[src/pkg/cpu_core_regs.vh]
// Purpose: Offsets, field positions and reset values of the programming-model block
// Assumes: AHB-Lite byte addresses, 32-bit words, registers in the low bits
// Notes:   Flag positions follow the status word layout
// What this block does
// RULE1 - Eight word registers, four split into byte halves
// RULE2 - Base and index registers supply operand offsets
// RULE3 - Stack accesses always use stack segment
// RULE4 - Four segment registers: code, data, extra, stack
// RULE5 - Instruction pointer holds next sequential offset
// RULE6 - Status word layout; reserved bits read zero
// RULE7 - Overflow flag on signed result overflow
// RULE8 - Direction flag picks string index step sign
// RULE9 - Maskable interrupts taken only when enabled
// RULE10 - Trace flag raises trace interrupt per instruction
// RULE11 - Push flags first, then clear trace flag
// RULE12 - Sign flag copies result top bit
// RULE13 - Zero flag set on zero result
// RULE14 - Nibble carry from low four bits
// RULE15 - Parity flag set on even ones count
// RULE16 - Carry flag on top-bit carry or borrow
// RULE17 - Physical address is segment times sixteen plus offset
// RULE18 - Port address from immediate byte or port register
// RULE19 - Immediate port number zero-extended to sixteen bits
// RULE20 - Ports 00F8h to 00FFh are reserved
// RULE21 - Peripheral registers reached only as memory
`ifndef CPU_CORE_REGS_VH
`define CPU_CORE_REGS_VH

// Byte offsets
`define OFF_GEN_BASE    8'h00
`define OFF_BYTE_BASE   8'h20
`define OFF_SEG_BASE    8'h40
`define OFF_INSTR_PTR   8'h50
`define OFF_PSW         8'h54
`define OFF_OPERANDS    8'h58
`define OFF_COMMAND     8'h5C
`define OFF_RESULT      8'h60
`define OFF_PHYS_ADDR   8'h64
`define OFF_IO_ADDR     8'h68
`define OFF_STATUS      8'h6C
`define OFF_STACK_DATA  8'h70

// General register indices
`define IDX_PORT_INDEX  3'h2
`define IDX_BASE_REG    3'h3
`define IDX_STACK_TOP   3'h4
`define IDX_BASE_PTR    3'h5
`define IDX_SRC_INDEX   3'h6
`define IDX_DST_INDEX   3'h7

// Segment indices
`define SEG_EXTRA       2'h0
`define SEG_CODE        2'h1
`define SEG_STACK       2'h2
`define SEG_DATA        2'h3

// Status word bit positions
`define BIT_CARRY       0
`define BIT_PARITY      2
`define BIT_NIBBLE      4
`define BIT_ZERO        6
`define BIT_SIGN        7
`define BIT_TRACE       8
`define BIT_INT_EN      9
`define BIT_DIRECTION   10
`define BIT_OVERFLOW    11
`define PSW_MASK        16'h0FD5
`define PSW_RESET       16'h0000

// Command fields
`define CMD_OP_LSB      0
`define CMD_BYTE        4
`define CMD_OVR_EN      5
`define CMD_OVR_LSB     6
`define CMD_BASE_LSB    8
`define CMD_LEN_LSB     12

// Command codes
`define OP_ADD          4'h1
`define OP_ADC          4'h2
`define OP_SUB          4'h3
`define OP_SBB          4'h4
`define OP_AND          4'h5
`define OP_OR           4'h6
`define OP_XOR          4'h7
`define OP_MEMREF       4'h8
`define OP_PUSH         4'h9
`define OP_POP          4'hA
`define OP_IO_IMM       4'hB
`define OP_IO_PORT      4'hC
`define OP_STRING       4'hD
`define OP_FETCH        4'hE
`define OP_RETIRE       4'hF

// Reserved port window
`define IO_RSV_LO       16'h00F8
`define IO_RSV_HI       16'h00FF

`endif

[src/cpu_registers_flags_addrgen.v]
// Purpose: Processor register set, flag update and address generation behind AHB-Lite
// Assumes: Single clock, single AHB-Lite master, word transfers only
// Notes:   Reads take one wait state; writes take none
//
// Local design decisions: the AHB-Lite register port and the register addresses.
`timescale 1ns/1ps
`default_nettype none
`include "cpu_core_regs.vh"

module cpu_registers_flags_addrgen (
   input  wire        hclk,
   input  wire        hresetn,
   input  wire        hsel,
   input  wire [31:0] haddr,
   input  wire [1:0]  htrans,
   input  wire        hwrite,
   input  wire [2:0]  hsize,
   input  wire [31:0] hwdata,
   input  wire        hready,
   output reg  [31:0] hrdata,
   output reg         hreadyout,
   output reg         hresp,
   input  wire        maskable_irq,
   output reg  [19:0] phys_addr,
   output reg         mem_strobe,
   output reg  [15:0] io_addr,
   output reg         io_strobe,
   output reg         io_reserved,
   output reg         trace_take,
   output reg         irq_take
);

   // Flip-flop storage
   reg  [15:0] gen_q [0:7];
   reg  [15:0] seg_q [0:3];
   reg  [15:0] next_instr_offset_q;
   reg  [15:0] psw_q;
   reg  [15:0] opnd_a_q;
   reg  [15:0] opnd_b_q;
   reg  [15:0] result_q;
   reg  [15:0] stack_data_q;
   reg         wr_pend_q;
   reg  [7:0]  wr_addr_q;
   reg         rd_pend_q;
   reg  [7:0]  rd_addr_q;
   reg         irq_meta_q;
   reg         irq_sync_q;
   integer     i;

   // Combinational ALU results
   reg  [15:0] alu_res;
   reg  [15:0] alu_flags;
   reg  [16:0] wide_sum;
   reg  [8:0]  narrow_sum;
   reg         alu_cin;
   reg         msb_a;
   reg         msb_b;
   reg         msb_r;

   // Command fields of the write in flight
   wire [3:0]  cmd_op     = hwdata[`CMD_OP_LSB+3:`CMD_OP_LSB];
   wire        cmd_byte   = hwdata[`CMD_BYTE];
   wire        cmd_ovr    = hwdata[`CMD_OVR_EN];
   wire [1:0]  cmd_seg    = hwdata[`CMD_OVR_LSB+1:`CMD_OVR_LSB];
   wire [2:0]  cmd_base   = hwdata[`CMD_BASE_LSB+2:`CMD_BASE_LSB];
   wire [3:0]  cmd_len    = hwdata[`CMD_LEN_LSB+3:`CMD_LEN_LSB];
   wire        addr_phase = hsel & htrans[1] & hready;
   wire        do_cmd     = wr_pend_q & (wr_addr_q == `OFF_COMMAND);

   // Segment shifted four places plus offset
   function [19:0] phys_of;
      input [15:0] seg;
      input [15:0] off;
      begin
         phys_of = {seg, 4'h0} + {4'h0, off}; // RULE17
      end
   endfunction

   // Port address from an immediate byte or a full word
   function [15:0] port_of;
      input        imm;
      input [15:0] word;
      begin
         if (imm) begin
            port_of = {8'h00, word[7:0]}; // RULE19
         end else begin
            port_of = word; // RULE18
         end
      end
   endfunction

   // Region of a byte address: 0 words, 1 byte halves, 2 segments, 3 other
   function [1:0] region_of;
      input [7:0] addr;
      begin
         if (addr[1:0] != 2'h0) begin
            region_of = 2'h3;
         end else if (addr[7:5] == 3'h0) begin
            region_of = 2'h0;
         end else if (addr[7:5] == 3'h1) begin
            region_of = 2'h1;
         end else if (addr[7:4] == 4'h4) begin
            region_of = 2'h2;
         end else begin
            region_of = 2'h3;
         end
      end
   endfunction

   // String index step, one byte or one word
   function [15:0] step_of;
      input narrow;
      begin
         if (narrow) begin
            step_of = 16'h0001;
         end else begin
            step_of = 16'h0002;
         end
      end
   endfunction

   // Operand offset from base and index registers plus displacement
   function [15:0] offset_of;
      input [2:0]  sel;
      input [15:0] base_reg;
      input [15:0] base_ptr;
      input [15:0] src;
      input [15:0] dst;
      input [15:0] disp;
      begin
         if (sel == 3'h1) begin
            offset_of = base_reg + disp; // RULE2
         end else if (sel == 3'h2) begin
            offset_of = base_ptr + disp;
         end else if (sel == 3'h3) begin
            offset_of = src + disp;
         end else if (sel == 3'h4) begin
            offset_of = dst + disp;
         end else if (sel == 3'h5) begin
            offset_of = base_reg + src + disp;
         end else if (sel == 3'h6) begin
            offset_of = base_ptr + src + disp;
         end else begin
            offset_of = disp;
         end
      end
   endfunction

   // Arithmetic and logic with flag generation
   always @* begin
      alu_res    = 16'h0000;
      alu_flags  = 16'h0000;
      alu_cin    = (cmd_op == `OP_ADC || cmd_op == `OP_SBB) ? psw_q[`BIT_CARRY] : 1'b0;
      wide_sum   = 17'h00000;
      narrow_sum = 9'h000;
      if (cmd_op == `OP_SUB || cmd_op == `OP_SBB) begin
         wide_sum   = {1'b0, opnd_a_q} - {1'b0, opnd_b_q} - {16'h0000, alu_cin};
         narrow_sum = {1'b0, opnd_a_q[7:0]} - {1'b0, opnd_b_q[7:0]} - {8'h00, alu_cin};
      end else begin
         wide_sum   = {1'b0, opnd_a_q} + {1'b0, opnd_b_q} + {16'h0000, alu_cin};
         narrow_sum = {1'b0, opnd_a_q[7:0]} + {1'b0, opnd_b_q[7:0]} + {8'h00, alu_cin};
      end
      if (cmd_op == `OP_AND) begin
         alu_res = opnd_a_q & opnd_b_q;
      end else if (cmd_op == `OP_OR) begin
         alu_res = opnd_a_q | opnd_b_q;
      end else if (cmd_op == `OP_XOR) begin
         alu_res = opnd_a_q ^ opnd_b_q;
      end else begin
         alu_res = wide_sum[15:0];
      end
      if (cmd_byte) begin
         alu_res = {8'h00, alu_res[7:0]};
      end
      msb_a = cmd_byte ? opnd_a_q[7] : opnd_a_q[15];
      msb_b = cmd_byte ? opnd_b_q[7] : opnd_b_q[15];
      msb_r = cmd_byte ? alu_res[7] : alu_res[15];
      if (cmd_op <= `OP_SBB) begin
         alu_flags[`BIT_CARRY]    = cmd_byte ? narrow_sum[8] : wide_sum[16]; // RULE16
         alu_flags[`BIT_NIBBLE]   = opnd_a_q[4] ^ opnd_b_q[4] ^ alu_res[4]; // RULE14
         if (cmd_op >= `OP_SUB) begin
            alu_flags[`BIT_OVERFLOW] = (msb_a != msb_b) && (msb_r != msb_a); // RULE7
         end else begin
            alu_flags[`BIT_OVERFLOW] = (msb_a == msb_b) && (msb_r != msb_a); // RULE7
         end
      end
      alu_flags[`BIT_SIGN]   = msb_r; // RULE12
      alu_flags[`BIT_ZERO]   = cmd_byte ? (alu_res[7:0] == 8'h00) : (alu_res == 16'h0000); // RULE13
      alu_flags[`BIT_PARITY] = ~^alu_res[7:0]; // RULE15
   end

   // Bus slave, register file and command execution
   always @(posedge hclk or negedge hresetn) begin
      if (!hresetn) begin
         for (i = 0; i < 8; i = i + 1) begin
            gen_q[i] <= 16'h0000;
         end
         for (i = 0; i < 4; i = i + 1) begin
            seg_q[i] <= 16'h0000;
         end
         next_instr_offset_q <= 16'h0000;
         psw_q               <= `PSW_RESET;
         opnd_a_q            <= 16'h0000;
         opnd_b_q            <= 16'h0000;
         result_q            <= 16'h0000;
         stack_data_q        <= 16'h0000;
         wr_pend_q           <= 1'b0;
         wr_addr_q           <= 8'h00;
         rd_pend_q           <= 1'b0;
         rd_addr_q           <= 8'h00;
         irq_meta_q          <= 1'b0;
         irq_sync_q          <= 1'b0;
         hrdata              <= 32'h00000000;
         hreadyout           <= 1'b1;
         hresp               <= 1'b0;
         phys_addr           <= 20'h00000;
         mem_strobe          <= 1'b0;
         io_addr             <= 16'h0000;
         io_strobe           <= 1'b0;
         io_reserved         <= 1'b0;
         trace_take          <= 1'b0;
         irq_take            <= 1'b0;
      end else begin
         irq_meta_q <= maskable_irq;
         irq_sync_q <= irq_meta_q;
         mem_strobe <= 1'b0;
         io_strobe  <= 1'b0;
         trace_take <= 1'b0;
         irq_take   <= 1'b0;
         hresp      <= 1'b0;

         // Address phase capture
         wr_pend_q <= addr_phase & hwrite;
         if (addr_phase) begin
            wr_addr_q <= haddr[7:0];
            rd_addr_q <= haddr[7:0];
         end
         if (addr_phase & ~hwrite) begin
            rd_pend_q <= 1'b1;
            hreadyout <= 1'b0;
         end

         // Read data phase, one wait state
         if (rd_pend_q) begin
            rd_pend_q <= 1'b0;
            hreadyout <= 1'b1;
            hrdata    <= 32'h00000000;
            if (region_of(rd_addr_q) == 2'h0) begin
               hrdata <= {16'h0000, gen_q[rd_addr_q[4:2]]};
            end else if (region_of(rd_addr_q) == 2'h1) begin
               if (rd_addr_q[4]) begin
                  hrdata <= {24'h000000, gen_q[{1'b0, rd_addr_q[3:2]}][15:8]}; // RULE1
               end else begin
                  hrdata <= {24'h000000, gen_q[{1'b0, rd_addr_q[3:2]}][7:0]}; // RULE1
               end
            end else if (region_of(rd_addr_q) == 2'h2) begin
               hrdata <= {16'h0000, seg_q[rd_addr_q[3:2]]};
            end else if (rd_addr_q == `OFF_INSTR_PTR) begin
               hrdata <= {16'h0000, next_instr_offset_q};
            end else if (rd_addr_q == `OFF_PSW) begin
               hrdata <= {16'h0000, psw_q & `PSW_MASK}; // RULE6
            end else if (rd_addr_q == `OFF_OPERANDS) begin
               hrdata <= {opnd_b_q, opnd_a_q};
            end else if (rd_addr_q == `OFF_RESULT) begin
               hrdata <= {16'h0000, result_q};
            end else if (rd_addr_q == `OFF_PHYS_ADDR) begin
               hrdata <= {12'h000, phys_addr};
            end else if (rd_addr_q == `OFF_IO_ADDR) begin
               hrdata <= {16'h0000, io_addr};
            end else if (rd_addr_q == `OFF_STATUS) begin
               hrdata <= {30'h00000000, irq_sync_q, io_reserved};
            end else if (rd_addr_q == `OFF_STACK_DATA) begin
               hrdata <= {16'h0000, stack_data_q};
            end
         end

         // Write data phase
         if (wr_pend_q) begin
            if (region_of(wr_addr_q) == 2'h0) begin
               gen_q[wr_addr_q[4:2]] <= hwdata[15:0]; // RULE1
            end else if (region_of(wr_addr_q) == 2'h1) begin
               if (wr_addr_q[4]) begin
                  gen_q[{1'b0, wr_addr_q[3:2]}][15:8] <= hwdata[7:0]; // RULE1
               end else begin
                  gen_q[{1'b0, wr_addr_q[3:2]}][7:0] <= hwdata[7:0]; // RULE1
               end
            end else if (region_of(wr_addr_q) == 2'h2) begin
               seg_q[wr_addr_q[3:2]] <= hwdata[15:0]; // RULE4
            end else if (wr_addr_q == `OFF_INSTR_PTR) begin
               next_instr_offset_q <= hwdata[15:0];
            end else if (wr_addr_q == `OFF_PSW) begin
               psw_q <= hwdata[15:0] & `PSW_MASK; // RULE6
            end else if (wr_addr_q == `OFF_OPERANDS) begin
               opnd_a_q <= hwdata[15:0];
               opnd_b_q <= hwdata[31:16];
            end
         end

         // Command execution
         if (do_cmd) begin
            if (cmd_op >= `OP_ADD && cmd_op <= `OP_XOR) begin
               result_q <= alu_res;
               psw_q    <= (psw_q & ~16'h08D5) | alu_flags;
            end else if (cmd_op == `OP_MEMREF) begin
               result_q   <= offset_of(cmd_base, gen_q[`IDX_BASE_REG], gen_q[`IDX_BASE_PTR],
                                       gen_q[`IDX_SRC_INDEX], gen_q[`IDX_DST_INDEX], opnd_a_q);
               mem_strobe <= 1'b1;
               if (cmd_ovr) begin
                  phys_addr <= phys_of(seg_q[cmd_seg], offset_of(cmd_base, gen_q[`IDX_BASE_REG],
                               gen_q[`IDX_BASE_PTR], gen_q[`IDX_SRC_INDEX], gen_q[`IDX_DST_INDEX], opnd_a_q));
               end else if (cmd_base == 3'h2 || cmd_base == 3'h6) begin
                  phys_addr <= phys_of(seg_q[`SEG_STACK], offset_of(cmd_base, gen_q[`IDX_BASE_REG],
                               gen_q[`IDX_BASE_PTR], gen_q[`IDX_SRC_INDEX], gen_q[`IDX_DST_INDEX], opnd_a_q));
               end else begin
                  phys_addr <= phys_of(seg_q[`SEG_DATA], offset_of(cmd_base, gen_q[`IDX_BASE_REG],
                               gen_q[`IDX_BASE_PTR], gen_q[`IDX_SRC_INDEX], gen_q[`IDX_DST_INDEX], opnd_a_q));
               end
            end else if (cmd_op == `OP_PUSH) begin
               gen_q[`IDX_STACK_TOP] <= gen_q[`IDX_STACK_TOP] - 16'h0002;
               phys_addr    <= phys_of(seg_q[`SEG_STACK], gen_q[`IDX_STACK_TOP] - 16'h0002); // RULE3
               stack_data_q <= opnd_a_q;
               mem_strobe   <= 1'b1;
            end else if (cmd_op == `OP_POP) begin
               gen_q[`IDX_STACK_TOP] <= gen_q[`IDX_STACK_TOP] + 16'h0002;
               phys_addr  <= phys_of(seg_q[`SEG_STACK], gen_q[`IDX_STACK_TOP]); // RULE3
               mem_strobe <= 1'b1;
            end else if (cmd_op == `OP_IO_IMM || cmd_op == `OP_IO_PORT) begin
               io_addr     <= port_of(cmd_op == `OP_IO_IMM,
                                      (cmd_op == `OP_IO_IMM) ? opnd_a_q : gen_q[`IDX_PORT_INDEX]);
               io_reserved <= (port_of(cmd_op == `OP_IO_IMM,
                                       (cmd_op == `OP_IO_IMM) ? opnd_a_q : gen_q[`IDX_PORT_INDEX])
                               >= `IO_RSV_LO) &&
                              (port_of(cmd_op == `OP_IO_IMM,
                                       (cmd_op == `OP_IO_IMM) ? opnd_a_q : gen_q[`IDX_PORT_INDEX])
                               <= `IO_RSV_HI); // RULE20
               io_strobe   <= 1'b1;
            end else if (cmd_op == `OP_STRING) begin
               phys_addr  <= phys_of(cmd_ovr ? seg_q[cmd_seg] : seg_q[`SEG_DATA], gen_q[`IDX_SRC_INDEX]);
               mem_strobe <= 1'b1;
               if (psw_q[`BIT_DIRECTION]) begin
                  gen_q[`IDX_SRC_INDEX] <= gen_q[`IDX_SRC_INDEX] - step_of(cmd_byte); // RULE8
                  gen_q[`IDX_DST_INDEX] <= gen_q[`IDX_DST_INDEX] - step_of(cmd_byte); // RULE8
               end else begin
                  gen_q[`IDX_SRC_INDEX] <= gen_q[`IDX_SRC_INDEX] + step_of(cmd_byte); // RULE8
                  gen_q[`IDX_DST_INDEX] <= gen_q[`IDX_DST_INDEX] + step_of(cmd_byte); // RULE8
               end
            end else if (cmd_op == `OP_FETCH) begin
               phys_addr  <= phys_of(seg_q[`SEG_CODE], next_instr_offset_q);
               mem_strobe <= 1'b1;
               next_instr_offset_q <= next_instr_offset_q + {12'h000, cmd_len}; // RULE5
            end else if (cmd_op == `OP_RETIRE) begin
               if (psw_q[`BIT_TRACE]) begin
                  gen_q[`IDX_STACK_TOP] <= gen_q[`IDX_STACK_TOP] - 16'h0002;
                  phys_addr    <= phys_of(seg_q[`SEG_STACK], gen_q[`IDX_STACK_TOP] - 16'h0002);
                  stack_data_q <= psw_q & `PSW_MASK; // RULE11
                  mem_strobe   <= 1'b1;
                  trace_take   <= 1'b1; // RULE10
                  psw_q[`BIT_TRACE]  <= 1'b0; // RULE11
                  psw_q[`BIT_INT_EN] <= 1'b0;
               end else if (psw_q[`BIT_INT_EN] && irq_sync_q) begin
                  gen_q[`IDX_STACK_TOP] <= gen_q[`IDX_STACK_TOP] - 16'h0002;
                  phys_addr    <= phys_of(seg_q[`SEG_STACK], gen_q[`IDX_STACK_TOP] - 16'h0002);
                  stack_data_q <= psw_q & `PSW_MASK;
                  mem_strobe   <= 1'b1;
                  irq_take     <= 1'b1; // RULE9
                  psw_q[`BIT_TRACE]  <= 1'b0;
                  psw_q[`BIT_INT_EN] <= 1'b0;
               end
            end
         end
      end
   end

   // Peripheral registers are not decoded here; they appear only on the memory address outputs
   // RULE21

endmodule
`default_nettype wire

[config.mk]
export PLATFORM = sky130hd
export DESIGN_NAME = cpu_registers_flags_addrgen
export DESIGN_NICKNAME = d
export VERILOG_FILES = /design/src/cpu_registers_flags_addrgen.v
export VERILOG_INCLUDE_DIRS = /design/src /design/src/pkg
export SDC_FILE = /design/constraint.sdc
export NUM_CORES = 2
export LEC_CHECK = 0
export ABC_AREA = 1
export BUFFER_PORTS_ARGS = -buffer_cell sky130_fd_sc_hd__buf_2
export CAP_MARGIN = 15
export CORE_AREA = 2 2 294 296
export DETAILED_ROUTE_END_ITERATION = 8
export DIE_AREA = 0 0 296 298
export GPL_ROUTABILITY_DRIVEN = 0
export PLACE_DENSITY = 0.66
export SYNTH_ARGS = -nofsm -noshare
export SYNTH_HDL_FRONTEND = slang
export SYNTH_SLANG_ARGS = --single-unit
[constraint.sdc]
create_clock -name hclk -period 12.2 [get_ports hclk]
set_input_delay 1.22 -clock hclk [delete_from_list [all_inputs] [get_ports hclk]]
set_output_delay 1.22 -clock hclk [all_outputs]
set_load 0.02 [all_outputs]
==> metrics.txt <==
outcome=finished, final reports clean; CTS sink cnt=about 370; Multi-input gate area=0.0215 sq mm; slowest cell on the critical path=dfrtp_1; initial core utilization=39.8%; Seq. cell area=0.00919 sq mm; H-Tree Depth=2; Post-CTS Hold Fix Bufs=0; Worst Tran Pin Value=roughly 1.4 ns; nets=roughly 5400; Worst Hold Class=flop to flop; Slew Limit Headroom=under 10%; Iter 0 DRT Violations=slightly above 5000; Synth Area per Inst=between 6 and 7 sq um; CTS tree=yes; mapped cell area=approximately 0.034 sq mm; Die Wd=approximately 300 microns; Tot GR Track Use=32.9%; most used cell, CP=nand2_1; VDD IR max=124 uV; Total Negative Setup Slacks=0 ns; CP Class=flop to flop; total power=approximately 4600 uW; post-cts sizing count=0; grt peak-use layer=met1; IO buf count=120; HPWL after DPL=approximately 110000 microns; initial antenna violation count=10; crit path time final=~5.8 ns; register bit total from synthesis=between 300 and 400; number of max-cap violations=0; RSZ-0062 raised after global routing=no; Leakage=~0.018 uW; M2 GR Usage=roughly 44%; Core ar.=around 0.085 sq mm; post-synth cell types=between 60 and 70; DP Cell Count=between 6000 and 7000; met3 Usage GRT=roughly 12%; crit start category=flop; cts bufs inserted=46; Post-Route WL=149000 microns; Max Freq=172 MHz; final hold violation count=0; first-pass GRT wire length=217000 microns; vias=~37000; post-CTS setup buffers=0; Std-Cell Rows=107; Setup crit end kind=flop; Global Route met1 Usage=45.1%; non-filler cells, final=~6200; Worst EP arrival=between 6 and 7 ns; ys flop type=dfrtp_1; Ys Warns=0; vias per cell=approximately 6; worst skew pair latency=between 0.6 and 0.7 ns; Post-synth ARST share=100%; die area=just under 0.09 sq mm; io pins=150; Post-synth EDFFs=0; Critical Path Max Stage Delay=around 0.63 ns; grt total ovfl=0; crit path max fanout=8; clock tree buffer depth=3; layout cell share with drive strength beyond 1=7.27%; Mapped Nets=around 5400; Detail Route Antenna Nets=0; Die Ht=between 200 and 300 microns; number of global-route vias before repair=between 30000 and 40000; Syn Inst Count=~5000; drt wl/cell=24.0 microns; commonest non-fill, non-tap cell in the layout=nand2_1; clk root buf=clkbuf_16; P&R area growth vs syn=10.1%; largest net degree at the start of global routing=roughly 150; Seq/Total Area, Yosys=about 27%; final worst-path cycle share=between 40% and 50%; Worst EP required=about 13 ns; Filler cells=roughly 9000; Worst Clk Skew=between 0.06 and 0.07 ns; commonest cells after routing, fill and taps aside=nand2_1, o21ai_0, inv_1; fin. max-slew vios=0; pwr dens=between 100 and 150 mW/mm^2; setup violators final=0; # DRC=0; first-pass iteration count of the detailed router=8; Clock transition at path regs=approximately 0.060 ns
## synthesized netlist by cell type (8+ instances only)
| cell | n | area, sq um |
|---|---|---|
| nor2_2 | 14 | 87.6 |
| o2111ai_1 | 10 | 87.6 |
| or2_2 | 25 | 156 |
| a21boi_0 | 8 | 60.1 |
| a221oi_1 | 21 | 184 |
| nand3_1 | 304 | 1520 |
| o21ai_0 | 609 | 3050 |
| o22ai_1 | 148 | 926 |
| inv_2 | 26 | 97.6 |
| o21ai_1 | 11 | 55.1 |
| xnor2_1 | 44 | 385 |
| o21bai_1 | 12 | 90.1 |
| buf_2 | 39 | 195 |
| nand2_1 | 1191 | 4470 |
| nor3_1 | 36 | 180 |
| a22oi_1 | 18 | 135 |
| o31ai_1 | 17 | 128 |
| clkbuf_1 | 139 | 522 |
| a21o_1 | 15 | 113 |
| a21oi_1 | 343 | 1720 |
| inv_1 | 577 | 2170 |
| xor2_1 | 72 | 631 |
| o211ai_1 | 63 | 473 |
| nand3b_1 | 11 | 82.6 |
| nor4_1 | 8 | 50.1 |
| a31oi_1 | 37 | 231 |
| mux2_2 | 33 | 372 |
| ha_1 | 254 | 3180 |
| fa_1 | 48 | 961 |
| dfrtp_1 | 366 | 9160 |
| nor2_1 | 333 | 1250 |
| nand4_1 | 42 | 263 |
| a211oi_1 | 19 | 143 |
| o221ai_1 | 10 | 87.6 |
## path summary, 6_finish.rpt
kind | from | to | slack (ns) | cells after the start
min in group asynchronous | hresetn | seg_q[39]$_DFFE_PN0P_ | 0.57 | 1
max in group asynchronous | hresetn | hrdata[22]$_DFFE_PN0P_ | 10.10 | 2
setup reg to reg | opnd_a_q[1]$_DFFE_PN0P_ | phys_addr[16]$_DFFE_PN0P_ | 6.39 | 33
hold / removal | irq_meta_q$_DFF_PN0_ | irq_sync_q$_DFF_PN0_ | 0.36 | 0
setup / recovery | opnd_a_q[1]$_DFFE_PN0P_ | phys_addr[16]$_DFFE_PN0P_ | 6.39 | 33
hold reg to reg | irq_meta_q$_DFF_PN0_ | irq_sync_q$_DFF_PN0_ | 0.36 | 0
## state kept, by name, indices dropped and copies added, names as in the netlist, 8 cells and up
name	count
opnd_a_q	16
next_instr_offset_q	16
opnd_b_q	16
rd_addr_q	8
stack_data_q	16
gen_q	128
hrdata	32
phys_addr	20
psw_q	9
seg_q	64
result_q	16
io_addr	16
## critical path, delay by kind of cell (launching register included)
| family | cells | cell delay (ns) |
|---|---|---|
| fa+ha+maj | 2 | 0.94 |
| simple gates | 17 | 1.81 |
| flops | 1 | 0.63 |
| buf+inv | 8 | 1.07 |
| compound gates | 6 | 1.23 |
## kinds of logic (layout without fill, tap and decap cells)
| family | after synthesis | in the layout | synth area share [%] |
|---|---|---|---|
| and+or+nand+nor | 1982 | 1982 | 24.3 |
| AOI/OAI and AO/OA | 1365 | 1365 | 22.8 |
| buffers and inverters | 801 | 873 | 9.11 |
| DFF | 367 | 367 | 27.2 |
| adders and majority gates | 302 | 302 | 12.3 |
| xor gates and xnor gates | 116 | 116 | 3.01 |
| muxes | 40 | 40 | 1.31 |
| other | 1 | 8 | 0.0111 |
## metrics by stage
step	worst slack, ns	area, sq um	utilization [%]	hold WS [ns]
floorplan	7.75	33800	-	0.331
global placement	6.08	35500	41.8	0.347
detailed placement	6.13	35500	41.8	0.338
CTS	6.59	37100	43.7	0.356
global route	5.82	37200	43.8	0.374
finish	6.39	37200	43.8	0.356
## metal layers
metal	vias up	wire length (microns)
met1	17147	58900
met4	12	10100
met3	494	22300
met2	2511	57200
met5	-	102
li1	16905	-
## where the power goes
part / internal, uW / switching (uW) / total (uW)
clock network: 889 / 609 / 1500
registers: 1320 / 160 / 1480
logic: 515 / 1110 / 1620
total: 2730 / 1880 / 4600
## layout make-up
type | instances | area share, %
repair buffers | 179 | 2.97
multi-input cells | 3806 | 57.9
clock buffers | 62 | 3.42
diodes | 7 | 0.0471
flip-flops and latches | 367 | 24.7
inverters | 610 | 6.16
well taps | 1144 | 3.85
clock inverters | 22 | 0.996
Note: power is estimated with default switching activity, not from simulation.
